[config.mk]
export PLATFORM = sky130hd
export DESIGN_NAME = ahc_coef_regs
export DESIGN_NICKNAME = d
export VERILOG_FILES = /design/src/pkg/ahc_pkg.sv /design/src/rtl/ahc_byte_reg.sv /design/src/rtl/ahc_coef_regs.sv
export SDC_FILE = /design/constraint.sdc
export NUM_CORES = 1
export LEC_CHECK = 0
export BUFFER_PORTS_ARGS = -buffer_cell sky130_fd_sc_hd__buf_2
export CORE_UTILIZATION = 45
export CTS_CLUSTER_SIZE = 16
export DETAILED_ROUTE_END_ITERATION = 8
export PLACE_DENSITY = 0.64
export SLEW_MARGIN = 40
export SYNTH_ARGS = -nofsm -noshare
export SYNTH_HDL_FRONTEND = slang
export SYNTH_SLANG_ARGS = --single-unit
export TNS_END_PERCENT = 10
[constraint.sdc]
create_clock -name clk -period 4.7 [get_ports clk]
set_clock_uncertainty 0.05 [all_clocks]
set_input_delay 1.175 -clock clk [delete_from_list [all_inputs] [get_ports clk]]
set_output_delay 1.175 -clock clk [all_outputs]
set_load 0.1 [all_outputs]
[src/pkg/ahc_pkg.sv]
// Package for the ADC high-pass coefficient register bank.
// Assumes an 8-bit register port with a 7-bit address inside one register page.
package ahc_pkg;

   ////////////////////////////////////////////////////////////////////////////////
   // Widths
   localparam int ADDR_W = 7;
   localparam int DATA_W = 8;
   localparam int COEF_W = 16;
   localparam int NUM_REGS = 8;

   ////////////////////////////////////////////////////////////////////////////////
   // Register offsets
   localparam logic [6:0] OFS_LEFT_D1_HIGH  = 7'h45;
   localparam logic [6:0] OFS_LEFT_D1_LOW   = 7'h46;
   localparam logic [6:0] OFS_RIGHT_N0_HIGH = 7'h47;
   localparam logic [6:0] OFS_RIGHT_N0_LOW  = 7'h48;
   localparam logic [6:0] OFS_RIGHT_N1_HIGH = 7'h49;
   localparam logic [6:0] OFS_RIGHT_N1_LOW  = 7'h4A;
   localparam logic [6:0] OFS_RIGHT_D1_HIGH = 7'h4B;
   localparam logic [6:0] OFS_RIGHT_D1_LOW  = 7'h4C;
   localparam logic [6:0] OFS_RSVD_FIRST    = 7'h4D;
   localparam logic [6:0] OFS_RSVD_LAST     = 7'h7F;

   ////////////////////////////////////////////////////////////////////////////////
   // Reset values, indexed from the first coefficient offset
   localparam logic [7:0] RST_LEFT_D1_HIGH  = 8'h53;
   localparam logic [7:0] RST_LEFT_D1_LOW   = 8'h7E;
   localparam logic [7:0] RST_RIGHT_N0_HIGH = 8'h39;
   localparam logic [7:0] RST_RIGHT_N0_LOW  = 8'h00;
   localparam logic [7:0] RST_RIGHT_N1_HIGH = 8'hF3;
   localparam logic [7:0] RST_RIGHT_N1_LOW  = 8'h2D;
   localparam logic [7:0] RST_RIGHT_D1_HIGH = 8'h00;
   localparam logic [7:0] RST_RIGHT_D1_LOW  = 8'h7E;
   localparam logic [7:0] RST_RSVD          = 8'h00;

   localparam logic [NUM_REGS*8-1:0] RST_TABLE = {
      RST_RIGHT_D1_LOW, RST_RIGHT_D1_HIGH, RST_RIGHT_N1_LOW, RST_RIGHT_N1_HIGH,
      RST_RIGHT_N0_LOW, RST_RIGHT_N0_HIGH, RST_LEFT_D1_LOW, RST_LEFT_D1_HIGH};

   ////////////////////////////////////////////////////////////////////////////////
   // Carriers
   typedef struct packed {
      logic       wr;
      logic       rd;
      logic [6:0] addr;
      logic [7:0] wdata;
   } ahc_req_s;

   typedef struct packed {
      logic [15:0] left_feedback_coef_one;
      logic [15:0] right_feedforward_coef_zero;
      logic [15:0] right_feedforward_coef_one;
      logic [15:0] right_feedback_coef_one;
   } ahc_coef_s;

   // Assembled coefficients after reset, high byte above low byte
   localparam ahc_coef_s COEF_RST = '{
      left_feedback_coef_one:      {RST_LEFT_D1_HIGH, RST_LEFT_D1_LOW},
      right_feedforward_coef_zero: {RST_RIGHT_N0_HIGH, RST_RIGHT_N0_LOW},
      right_feedforward_coef_one:  {RST_RIGHT_N1_HIGH, RST_RIGHT_N1_LOW},
      right_feedback_coef_one:     {RST_RIGHT_D1_HIGH, RST_RIGHT_D1_LOW}};

endpackage : ahc_pkg

[src/rtl/ahc_byte_reg.sv]
// One 8-bit read/write coefficient byte with a fixed reset value.
// Assumes a synchronous active-high reset on the same clock.
`timescale 1ns/1ps
module ahc_byte_reg #(
   parameter logic [7:0] RESET_VAL = 8'h00
) (
   // Clock and reset
   input  wire logic       clk,
   input  wire logic       rst,
   // Write port
   input  wire logic       wr_en,
   input  wire logic [7:0] wdata,
   // Stored byte
   output logic      [7:0] q
);
   ////////////////////////////////////////////////////////////////////////////////
   // Storage: reset value loads on rst, otherwise the write lands
   always_ff @(posedge clk) begin
      if (rst) begin
         q <= RESET_VAL;
      end else if (wr_en) begin
         q <= wdata;
      end
   end
endmodule : ahc_byte_reg

[src/rtl/ahc_coef_regs.sv]
// Register bank for the ADC high-pass filter coefficients of one register page.
// Operation
// Each high/low byte pair forms one 16-bit two's-complement coefficient.
// Left feedback coefficient one resets to high 0x53, low 0x7E.
// Right feedforward coefficient zero high byte resets to 0x39, read/write.
// Right feedforward coefficient one resets to 0xF3 high, 0x2D low, read/write.
// Right feedback coefficient one low byte resets to 0x7E, read/write.
// Addresses 77 to 127 are read-only zero; the host never writes them.
// The host configures everything by register accesses over the control bus.
// The host should apply one hardware reset after power-up.
// High byte sits in bits 15:8, low byte in bits 7:0 of each coefficient.
// Assumes the control-bus slave sits in front, on the same clock, already
// decoded to this page; it presents one-cycle read and write strobes.
`timescale 1ns/1ps
module ahc_coef_regs (
   // Clock and reset
   input  wire logic             clk,
   input  wire logic             rst,
   // Register access from the control-bus slave
   input  wire ahc_pkg::ahc_req_s req,
   // Read answer
   output logic      [7:0]       rdata_r,
   output logic                  rvalid_r,
   // Assembled coefficients to the filter datapath
   output ahc_pkg::ahc_coef_s    coef_r
);
   import ahc_pkg::*;

   ////////////////////////////////////////////////////////////////////////////////
   // Decode helpers
   function automatic logic in_bank(input logic [6:0] a);
      return (a >= OFS_LEFT_D1_HIGH) && (a <= OFS_RIGHT_D1_LOW);
   endfunction : in_bank

   function automatic logic [2:0] bank_idx(input logic [6:0] a);
      logic [6:0] d;
      d = a - OFS_LEFT_D1_HIGH;
      return d[2:0];
   endfunction : bank_idx

   // Address decode, shared by reads and writes
   wire        hit_bank = in_bank(req.addr);
   wire [2:0]  hit_idx  = bank_idx(req.addr);
   wire        wr_bank  = req.wr && hit_bank;
   logic [7:0] byte_q [NUM_REGS];

   ////////////////////////////////////////////////////////////////////////////////
   // Byte storage, one register per coefficient byte
   genvar g;
   generate
      for (g = 0; g < NUM_REGS; g++) begin : g_byte
         ahc_byte_reg #(
            .RESET_VAL (RST_TABLE[g*8 +: 8])
         ) u_byte (
            .clk   (clk),
            .rst   (rst),
            .wr_en (wr_bank && (hit_idx == 3'(g))),
            .wdata (req.wdata),
            .q     (byte_q[g])
         );
      end
   endgenerate

   // Read mux: reserved range and anything outside the bank reads zero
   wire [7:0] rd_mux = hit_bank ? byte_q[hit_idx] : RST_RSVD;

   // Coefficient assembly, high byte above low byte; one assignment drives the whole struct
   ahc_coef_s coef_nxt;
   assign coef_nxt = '{
      left_feedback_coef_one:      {byte_q[0], byte_q[1]},
      right_feedforward_coef_zero: {byte_q[2], byte_q[3]},
      right_feedforward_coef_one:  {byte_q[4], byte_q[5]},
      right_feedback_coef_one:     {byte_q[6], byte_q[7]}};

   ////////////////////////////////////////////////////////////////////////////////
   // Read answer flops; rdata_r idles at zero between reads
   wire [7:0] rdata_nxt  = req.rd ? rd_mux : 8'h00;
   wire       rvalid_nxt = req.rd;
   always_ff @(posedge clk) begin
      if (rst) begin
         rdata_r  <= 8'h00;
         rvalid_r <= 1'b0;
      end else begin
         rdata_r  <= rdata_nxt;
         rvalid_r <= rvalid_nxt;
      end
   end

   // Coefficient flops lag storage by one cycle to keep outputs registered; they load
   // the reset values directly so the filter never sees all-zero coefficients
   always_ff @(posedge clk) begin
      if (rst) begin
         coef_r <= COEF_RST;
      end else begin
         coef_r <= coef_nxt;
      end
   end

   ////////////////////////////////////////////////////////////////////////////////
   // Assertions
   // rst_d carries no reset of its own; it only marks the first edge after reset
   logic rst_d;
   always_ff @(posedge clk) begin
      rst_d <= rst;
   end

   // Reset values, seen at the first edge after reset falls
   reset_vals_a: assert property (@(posedge clk) rst_d && !rst |->
      coef_r.left_feedback_coef_one == 16'h537E)
      else $error("left feedback coefficient reset value wrong");

   n0_high_a: assert property (@(posedge clk) rst_d && !rst |->
      coef_r.right_feedforward_coef_zero[15:8] == 8'h39)
      else $error("right feedforward zero high byte reset value wrong");

   n1_reset_a: assert property (@(posedge clk) rst_d && !rst |->
      coef_r.right_feedforward_coef_one == 16'hF32D)
      else $error("right feedforward one reset value wrong");

   d1_low_a: assert property (@(posedge clk) rst_d && !rst |->
      coef_r.right_feedback_coef_one[7:0] == 8'h7E)
      else $error("right feedback one low byte reset value wrong");

   rsvd_zero_a: assert property (@(posedge clk) disable iff (rst)
      req.rd && (req.addr >= OFS_RSVD_FIRST) |=> rvalid_r && rdata_r == 8'h00)
      else $error("reserved address did not read zero");

   write_back_a: assert property (@(posedge clk) disable iff (rst)
      req.wr && req.addr == OFS_RIGHT_N1_LOW |-> ##2
      coef_r.right_feedforward_coef_one[7:0] == $past(req.wdata, 2))
      else $error("written low byte not seen on coefficient");

   high_lane_a: assert property (@(posedge clk) disable iff (rst)
      req.wr && req.addr == OFS_LEFT_D1_HIGH |-> ##2
      coef_r.left_feedback_coef_one[15:8] == $past(req.wdata, 2))
      else $error("high byte not in upper lane");

   read_match_a: assert property (@(posedge clk) disable iff (rst)
      req.rd && !req.wr && req.addr == OFS_RIGHT_D1_HIGH |=>
      rdata_r == coef_r.right_feedback_coef_one[15:8])
      else $error("read data disagrees with coefficient");

   ////////////////////////////////////////////////////////////////////////////////
   // Lane placement: a taken write shows on its lane two edges later, once the byte
   // has landed and the coefficient flop has copied it
   left_low_lane_a: assert property (@(posedge clk) disable iff (rst)
      req.wr && req.addr == OFS_LEFT_D1_LOW |-> ##2
      coef_r.left_feedback_coef_one[7:0] == $past(req.wdata, 2))
      else $error("left feedback one low byte not in lower lane");

   n0_high_lane_a: assert property (@(posedge clk) disable iff (rst)
      req.wr && req.addr == OFS_RIGHT_N0_HIGH |-> ##2
      coef_r.right_feedforward_coef_zero[15:8] == $past(req.wdata, 2))
      else $error("right feedforward zero high byte not in upper lane");

   n0_low_lane_a: assert property (@(posedge clk) disable iff (rst)
      req.wr && req.addr == OFS_RIGHT_N0_LOW |-> ##2
      coef_r.right_feedforward_coef_zero[7:0] == $past(req.wdata, 2))
      else $error("right feedforward zero low byte not in lower lane");

   n1_high_lane_a: assert property (@(posedge clk) disable iff (rst)
      req.wr && req.addr == OFS_RIGHT_N1_HIGH |-> ##2
      coef_r.right_feedforward_coef_one[15:8] == $past(req.wdata, 2))
      else $error("right feedforward one high byte not in upper lane");

   d1_high_lane_a: assert property (@(posedge clk) disable iff (rst)
      req.wr && req.addr == OFS_RIGHT_D1_HIGH |-> ##2
      coef_r.right_feedback_coef_one[15:8] == $past(req.wdata, 2))
      else $error("right feedback one high byte not in upper lane");

   d1_low_lane_a: assert property (@(posedge clk) disable iff (rst)
      req.wr && req.addr == OFS_RIGHT_D1_LOW |-> ##2
      coef_r.right_feedback_coef_one[7:0] == $past(req.wdata, 2))
      else $error("right feedback one low byte not in lower lane");

   // Read-back agrees with the assembled coefficient that holds the same byte
   left_high_read_a: assert property (@(posedge clk) disable iff (rst)
      req.rd && req.addr == OFS_LEFT_D1_HIGH |=>
      rdata_r == coef_r.left_feedback_coef_one[15:8])
      else $error("read data disagrees with left feedback one high byte");

   left_low_read_a: assert property (@(posedge clk) disable iff (rst)
      req.rd && req.addr == OFS_LEFT_D1_LOW |=>
      rdata_r == coef_r.left_feedback_coef_one[7:0])
      else $error("read data disagrees with left feedback one low byte");

   n0_high_read_a: assert property (@(posedge clk) disable iff (rst)
      req.rd && req.addr == OFS_RIGHT_N0_HIGH |=>
      rdata_r == coef_r.right_feedforward_coef_zero[15:8])
      else $error("read data disagrees with right feedforward zero high byte");

   n0_low_read_a: assert property (@(posedge clk) disable iff (rst)
      req.rd && req.addr == OFS_RIGHT_N0_LOW |=>
      rdata_r == coef_r.right_feedforward_coef_zero[7:0])
      else $error("read data disagrees with right feedforward zero low byte");

   n1_high_read_a: assert property (@(posedge clk) disable iff (rst)
      req.rd && req.addr == OFS_RIGHT_N1_HIGH |=>
      rdata_r == coef_r.right_feedforward_coef_one[15:8])
      else $error("read data disagrees with right feedforward one high byte");

   n1_low_read_a: assert property (@(posedge clk) disable iff (rst)
      req.rd && req.addr == OFS_RIGHT_N1_LOW |=>
      rdata_r == coef_r.right_feedforward_coef_one[7:0])
      else $error("read data disagrees with right feedforward one low byte");

   d1_low_read_a: assert property (@(posedge clk) disable iff (rst)
      req.rd && req.addr == OFS_RIGHT_D1_LOW |=>
      rdata_r == coef_r.right_feedback_coef_one[7:0])
      else $error("read data disagrees with right feedback one low byte");

   ////////////////////////////////////////////////////////////////////////////////
   // Read path: an answer stands one cycle and never comes without a read, so the
   // slave in front may OR answers from several pages without extra gating
   read_valid_a: assert property (@(posedge clk) disable iff (rst)
      req.rd |=> rvalid_r)
      else $error("read taken but no answer");

   idle_zero_a: assert property (@(posedge clk) disable iff (rst)
      !req.rd |=> !rvalid_r && rdata_r == 8'h00)
      else $error("answer or data without a read");

   low_unmapped_a: assert property (@(posedge clk) disable iff (rst)
      req.rd && req.addr < OFS_LEFT_D1_HIGH |=> rdata_r == 8'h00)
      else $error("address below the bank did not read zero");

endmodule : ahc_coef_regs

Word-level counts from Yosys, hierarchy flattened
Cells that the tools add are included.
{"block": "totals", "ff_bits": 137}
{"block": "op_classes", "n_reduce_logical": 12, "muxes": 3, "order_cmp": 3, "n_addsub": 1, "n_bitwise": 3, "eq_ne": 7}
{"operator": "8-bit binary-select mux with 3-bit select", "count": 1}
{"operator": "8-bit 2-to-1 mux", "count": 2}
{"operator": "3-bit equality test (second input constant)", "count": 4}
{"operator": "1-bit logical AND", "count": 10}
{"operator": "7-bit >= comparator (second input constant)", "count": 1}
{"operator": "7-bit <= comparator (second input constant)", "count": 1}
{"operator": "3-bit by 2-bit equality test with 1-bit output (second input constant)", "count": 2}
{"operator": "4-bit >= comparator (second input constant)", "count": 1}
{"operator": "3-bit NOT with 4-bit output", "count": 1}
{"operator": "3-bit by 1-bit equality test with 1-bit output (second input constant)", "count": 1}
{"operator": "3-bit zero test", "count": 1}
{"operator": "3-bit OR reduction", "count": 1}
{"operator": "3-bit subtractor (second input constant)", "count": 1}
{"operator": "1-bit NOT", "count": 2}

Depth between registers and ports, before layout
{"block": "depth", "word_depth": 5, "mapped_depth": 9, "ltp_nobuf": 6}

Hierarchy
A second synthesis with hierarchy kept.
{"block": "unflattened", "hier_cells": 426, "hier_area_um2": 5008.6}
{"module": "ahc_coef_regs", "area_each_um2": 2616.3, "n_inst": 1, "seq_area_each_um2": 1461.4, "cells_per_inst": 218}
{"module": "ahc_byte_reg at g_byte[1].u_byte ...", "area_each_um2": 310.3, "n_inst": 3, "seq_area_each_um2": 160.2, "cells_per_inst": 26}
{"module": "ahc_byte_reg at g_byte[2].u_byte ...", "area_each_um2": 296.5, "n_inst": 2, "seq_area_each_um2": 160.2, "cells_per_inst": 26}
{"module": "ahc_byte_reg at g_byte[3].u_byte ...", "area_each_um2": 285.3, "n_inst": 2, "seq_area_each_um2": 160.2, "cells_per_inst": 26}
{"module": "ahc_byte_reg at g_byte[0].u_byte", "area_each_um2": 297.8, "n_inst": 1, "seq_area_each_um2": 160.2, "cells_per_inst": 26}

Least setup slack after synthesis
No wires, ideal clock.
{"block": "synth_timing", "path_kind": "input -> register", "startpoint": "in req[8] (netlist bit)", "endpoint": "reg rdata_r[6]", "stages": 9, "setup_slack_ns": 1.478, "arrival_time_ns": 3.043, "cell_sequence": "buf_6 > buf_2 > inv_1 > ha_1 > clkbuf_1 > clkbuf_1 > mux4_2 > nand2_1 > a21oi_1"}
{"block": "synth_between", "elab_chain_cells": 5, "elab_cells_between_ends": 10}
{"element": "from (decl)", "line": "ahc_coef_regs.sv:20", "source": "input wire ahc_pkg::ahc_req_s req,"}
{"element": "3-bit subtractor", "line": "ahc_coef_regs.sv:37", "source": "d = a - OFS_LEFT_D1_HIGH;"}
{"element": "3-bit NOT with 4-bit output (implied by the code)", "line": "ahc_coef_regs.sv:65", "source": "wire [7:0] rd_mux = hit_bank ? byte_q[hit_idx] : RST_RSVD;"}
{"element": "8-bit binary-select mux with 3-bit select", "line": "ahc_coef_regs.sv:65"}
{"element": "8-bit 2-to-1 mux (implied by the code) (2 in series)", "line": "ahc_coef_regs.sv:65"}
{"element": "to (signal assigned)", "line": "ahc_coef_regs.sv:84", "source": "rdata_r <= rdata_nxt;"}
{"element": "to (decl)", "line": "ahc_coef_regs.sv:22", "source": "output logic [7:0] rdata_r,"}
Parallel ways exist; a longest one is shown, timed or not. The select of a mux whose other input is x is not followed.
A chain may end at the register's enable or synchronous reset.

Worst setup path in the final report
{"block": "layout_timing", "startpoint": "in req[8] (netlist bit)", "endpoint": "reg g_byte[7].u_byte.q[7]"}
{"block": "layout_between", "elab_chain_cells": 4, "elab_cells_between_ends": 7}
{"element": "7-bit >= comparator or 7-bit <= comparator (tied branches)", "line": "ahc_coef_regs.sv:32", "source": "return (a >= OFS_LEFT_D1_HIGH) && (a <= OFS_RIGHT_D1_LOW);"}
{"element": "1-bit logical AND", "line": "ahc_coef_regs.sv:32"}
{"element": "1-bit logical AND", "line": "ahc_coef_regs.sv:44", "source": "wire wr_bank = req.wr && hit_bank;"}
{"element": "1-bit logical AND *", "line": "ahc_coef_regs.sv:57", "source": ".wr_en (wr_bank && (hit_idx == 3'(g))),"}
{"element": "to (signal assigned)", "line": "ahc_byte_reg.sv:22", "source": "q <= wdata;"}
{"element": "to (decl)", "line": "ahc_byte_reg.sv:14", "source": "output logic [7:0] q"}
Mark *: on every way between the ends. The rest lies on a longest branch, timed or not.

==> results.json <==
{
  "status": "complete, no violations",
  "cts-buffers-inserted": 17,
  "firstDrtPassIters": 5,
  "finalSetupViolCount": 0,
  "drcViolationCount": 0,
  "synth_top_area_frac": 0.561,
  "io_buffers": 91,
  "power.switching_w": 0.000572,
  "synthMuxAreaShare": 0.197,
  "worstPathRequired_ns": 5.10,
  "pwr-share-comb": 0.048,
  "switching_share": 0.211,
  "vdd_ir_drop_max_v": 0.000223,
  "critical_path.max_fanout": 20,
  "cts_buffer_depth": 2,
  "yosys_most_used_dff": "dfxtp_1",
  "cts_sinks": 137,
  "async_flop_share": 0,
  "finalNonFillerCells": 678,
  "dieArea_um2": 11300,
  "synth_top_cell_by_area": "dfxtp_1",
  "power.leakage_nw": 2.69,
  "cts_resized": 0,
  "routabilityCongestion": 0.825,
  "std_cell_rows": 37,
  "post-place-ws_ns": 0.875,
  "num_antenna_cells": 0,
  "core-area_um2": 10400,
  "synth_edf_count": 0,
  "wl_per_cell_um": 16.0,
  "ys_seq_area_frac": 0.561,
  "area_growth_pct": 24.9,
  "ioPinCount": 92,
  "cts_hold_buf": 0,
  "hp-class": "register to register",
  "clk_pin_slew_ns": 0.06,
  "fin_crit_ns": 3.13,
  "grt_pass1_vias": 3288,
  "cp-startpoint": "req[8]",
  "die_y_um": 106,
  "tns_ns": 0,
  "grt_antenna_before_repair": 0,
  "drive_gt1_frac": 0.275,
  "synth_cell_types": 27,
  "cts_max_level": 4,
  "cts_root_buffer": "clkbuf_8",
  "p_int_w": 0.00214,
  "vias_per_cell": 4.85,
  "synthTopCellsByArea": "dfxtp_1 56%, mux2i_1 12%, mux4_2 6.9%",
  "path_class": "input pin to register",
  "place_hpwl_um": 7290,
  "endpoint_kind": "register",
  "grt_pass1_wl_um": 17200,
  "syn_nets": 456,
  "dp_cells": 645,
  "holdCritStartpoint": "g_byte[2].u_byte.q[5]",
  "clockPowerShare": 0.521,
  "wl_um": 10900,
  "grt_setup_unrepaired": "false",
  "synth_top_family_by_area": "multiplexers",
  "power_frac_seq": 0.430,
  "initial_core_util": 0.469,
  "synthAdderAreaFrac": 0.0128,
  "cts_setup_buffers": 0,
  "critPathArrivalTime_ns": 3.52,
  "p_total_w": 0.00271,
  "yosys_warnings": 0,
  "final_common_cell": "dfxtp_1",
  "crit-reg2reg-launch": "g_byte[2].u_byte.q[2]",
  "synthCells": 432,
  "finalHoldViolations": 0,
  "groute.usage.overall": 0.206,
  "grt_max_degree": 64,
  "finalNetCount": 553,
  "crit_path_start_kind": "input pin",
  "final_antenna_net_count": 0,
  "hold_ws_ns": 0.403,
  "synth_area_um2": 4890,
  "synthXorXnorAreaFrac": 0.00512,
  "max_freq_ghz": 0.320,
  "drt_iter0_markers": 143,
  "drv_slew": 0,
  "worst_pin_slew_ns": 0.792,
  "tritoncts": "done",
  "synth_simple_gate_area_frac": 0.138,
  "power.density_nw_per_um2": 444,
  "synth_area_per_cell_um2": 11.3,
  "max-slew-margin-rel": 0.468,
  "drv_cap": 0,
  "dr_total_vias": 3287,
  "die-width_um": 106,
  "setup_ws_ns": 1.57,
  "synth_compound_area_frac": 0.0218,
  "synth-seq-cells": 137,
  "final_cell_mix": "137 x dfxtp_1, 90 x buf_2, 62 x inv_1, 60 x mux2i_1, 40 x nor2_1",
  "clk-insertion-delay-late_ns": 0.53,
  "min_period_over_period": 0.665,
  "grt_overflow": 0
}
kinds of logic (layout without fill, tap and decap cells):
| logic type | count (synthesis) | after routing |
|---|---|---|
| AOI/OAI and AO/OA | 15 | 15 |
| muxes | 76 | 76 |
| adders and majority gates | 5 | 5 |
| xor gates and xnor gates | 2 | 2 |
| buffers and inverters | 78 | 188 |
| and+or+nand+nor | 119 | 119 |
| DFF | 137 | 137 |
metrics by stage:
stage / cell area (µm²) / utilization
after detailed placement: 5470 / 0.525
final: 6110 / 0.586
after global routing: 6110 / 0.586
after CTS: 6100 / 0.585
after global placement: 5450 / 0.523
after floorplan: 4890 / -
sequential cells by signal, summed over array words and instances, names as in the netlist:
register         flops
coef_r              64
rvalid_r             1
g_byte.u_byte.q     64
rdata_r              8
worst paths after layout:
kind | slack [ns] | depth (start not counted) | endpoint
max reg2reg | 3.51 | 3 | rdata_r[2]
max | 1.57 | 8 | g_byte[7].u_byte.q[7]
min reg2reg | 0.40 | 2 | coef_r[45]
min | 0.40 | 2 | coef_r[45]
power groups by stage:
stage	logic [W]	registers, W	clock network, W
finish	0.000131	0.00117	0.00141
global route	0.000140	0.00117	0.00149
CTS	0.000132	0.00117	0.00143
detailed placement	0.000131	0.00119	0
global placement	0.000129	0.00119	0
floorplan	0.0000816	0.00121	0
synthesized netlist by cell type, drive strengths merged (4+ instances only):
library cell	n
inv	62
nor3	5
dfxtp	137
nor2b	5
nor4	6
a21oi	8
nand2	21
buf	4
nand2b	38
ha	5
clkbuf	12
a21o	4
mux2i	60
mux4	16
nor2	40
metal layers:
metal / GRT usage / share of wire / wire length [µm] / vias up
li1: - / - / - / 1600
met1: 0.261 / 0.44 / 4800 / 1550
met4: 0.0962 / 0.020 / 222 / 0
met2: 0.330 / 0.48 / 5170 / 118
met3: 0.0490 / 0.061 / 661 / 19
met5: 0 / 0 / 0 / -
layout make-up:
type	instances	area, µm²
fillers	886	4310
flip-flops and latches	137	2740
multi-input cells	217	1850
repair buffers	94	480
clock buffers	20	435
inverters	62	233
clock inverters	12	198
well taps	136	170
critical path, stage by stage:
cell and delay, ns:
buf_2 0.50, inv_1 0.19, ha_1 0.33, xor2_1 0.19, buf_4 0.22, nor4_4 0.43
buf_4 0.27, mux2i_1 0.21
Power figures use the tool's default switching activity.
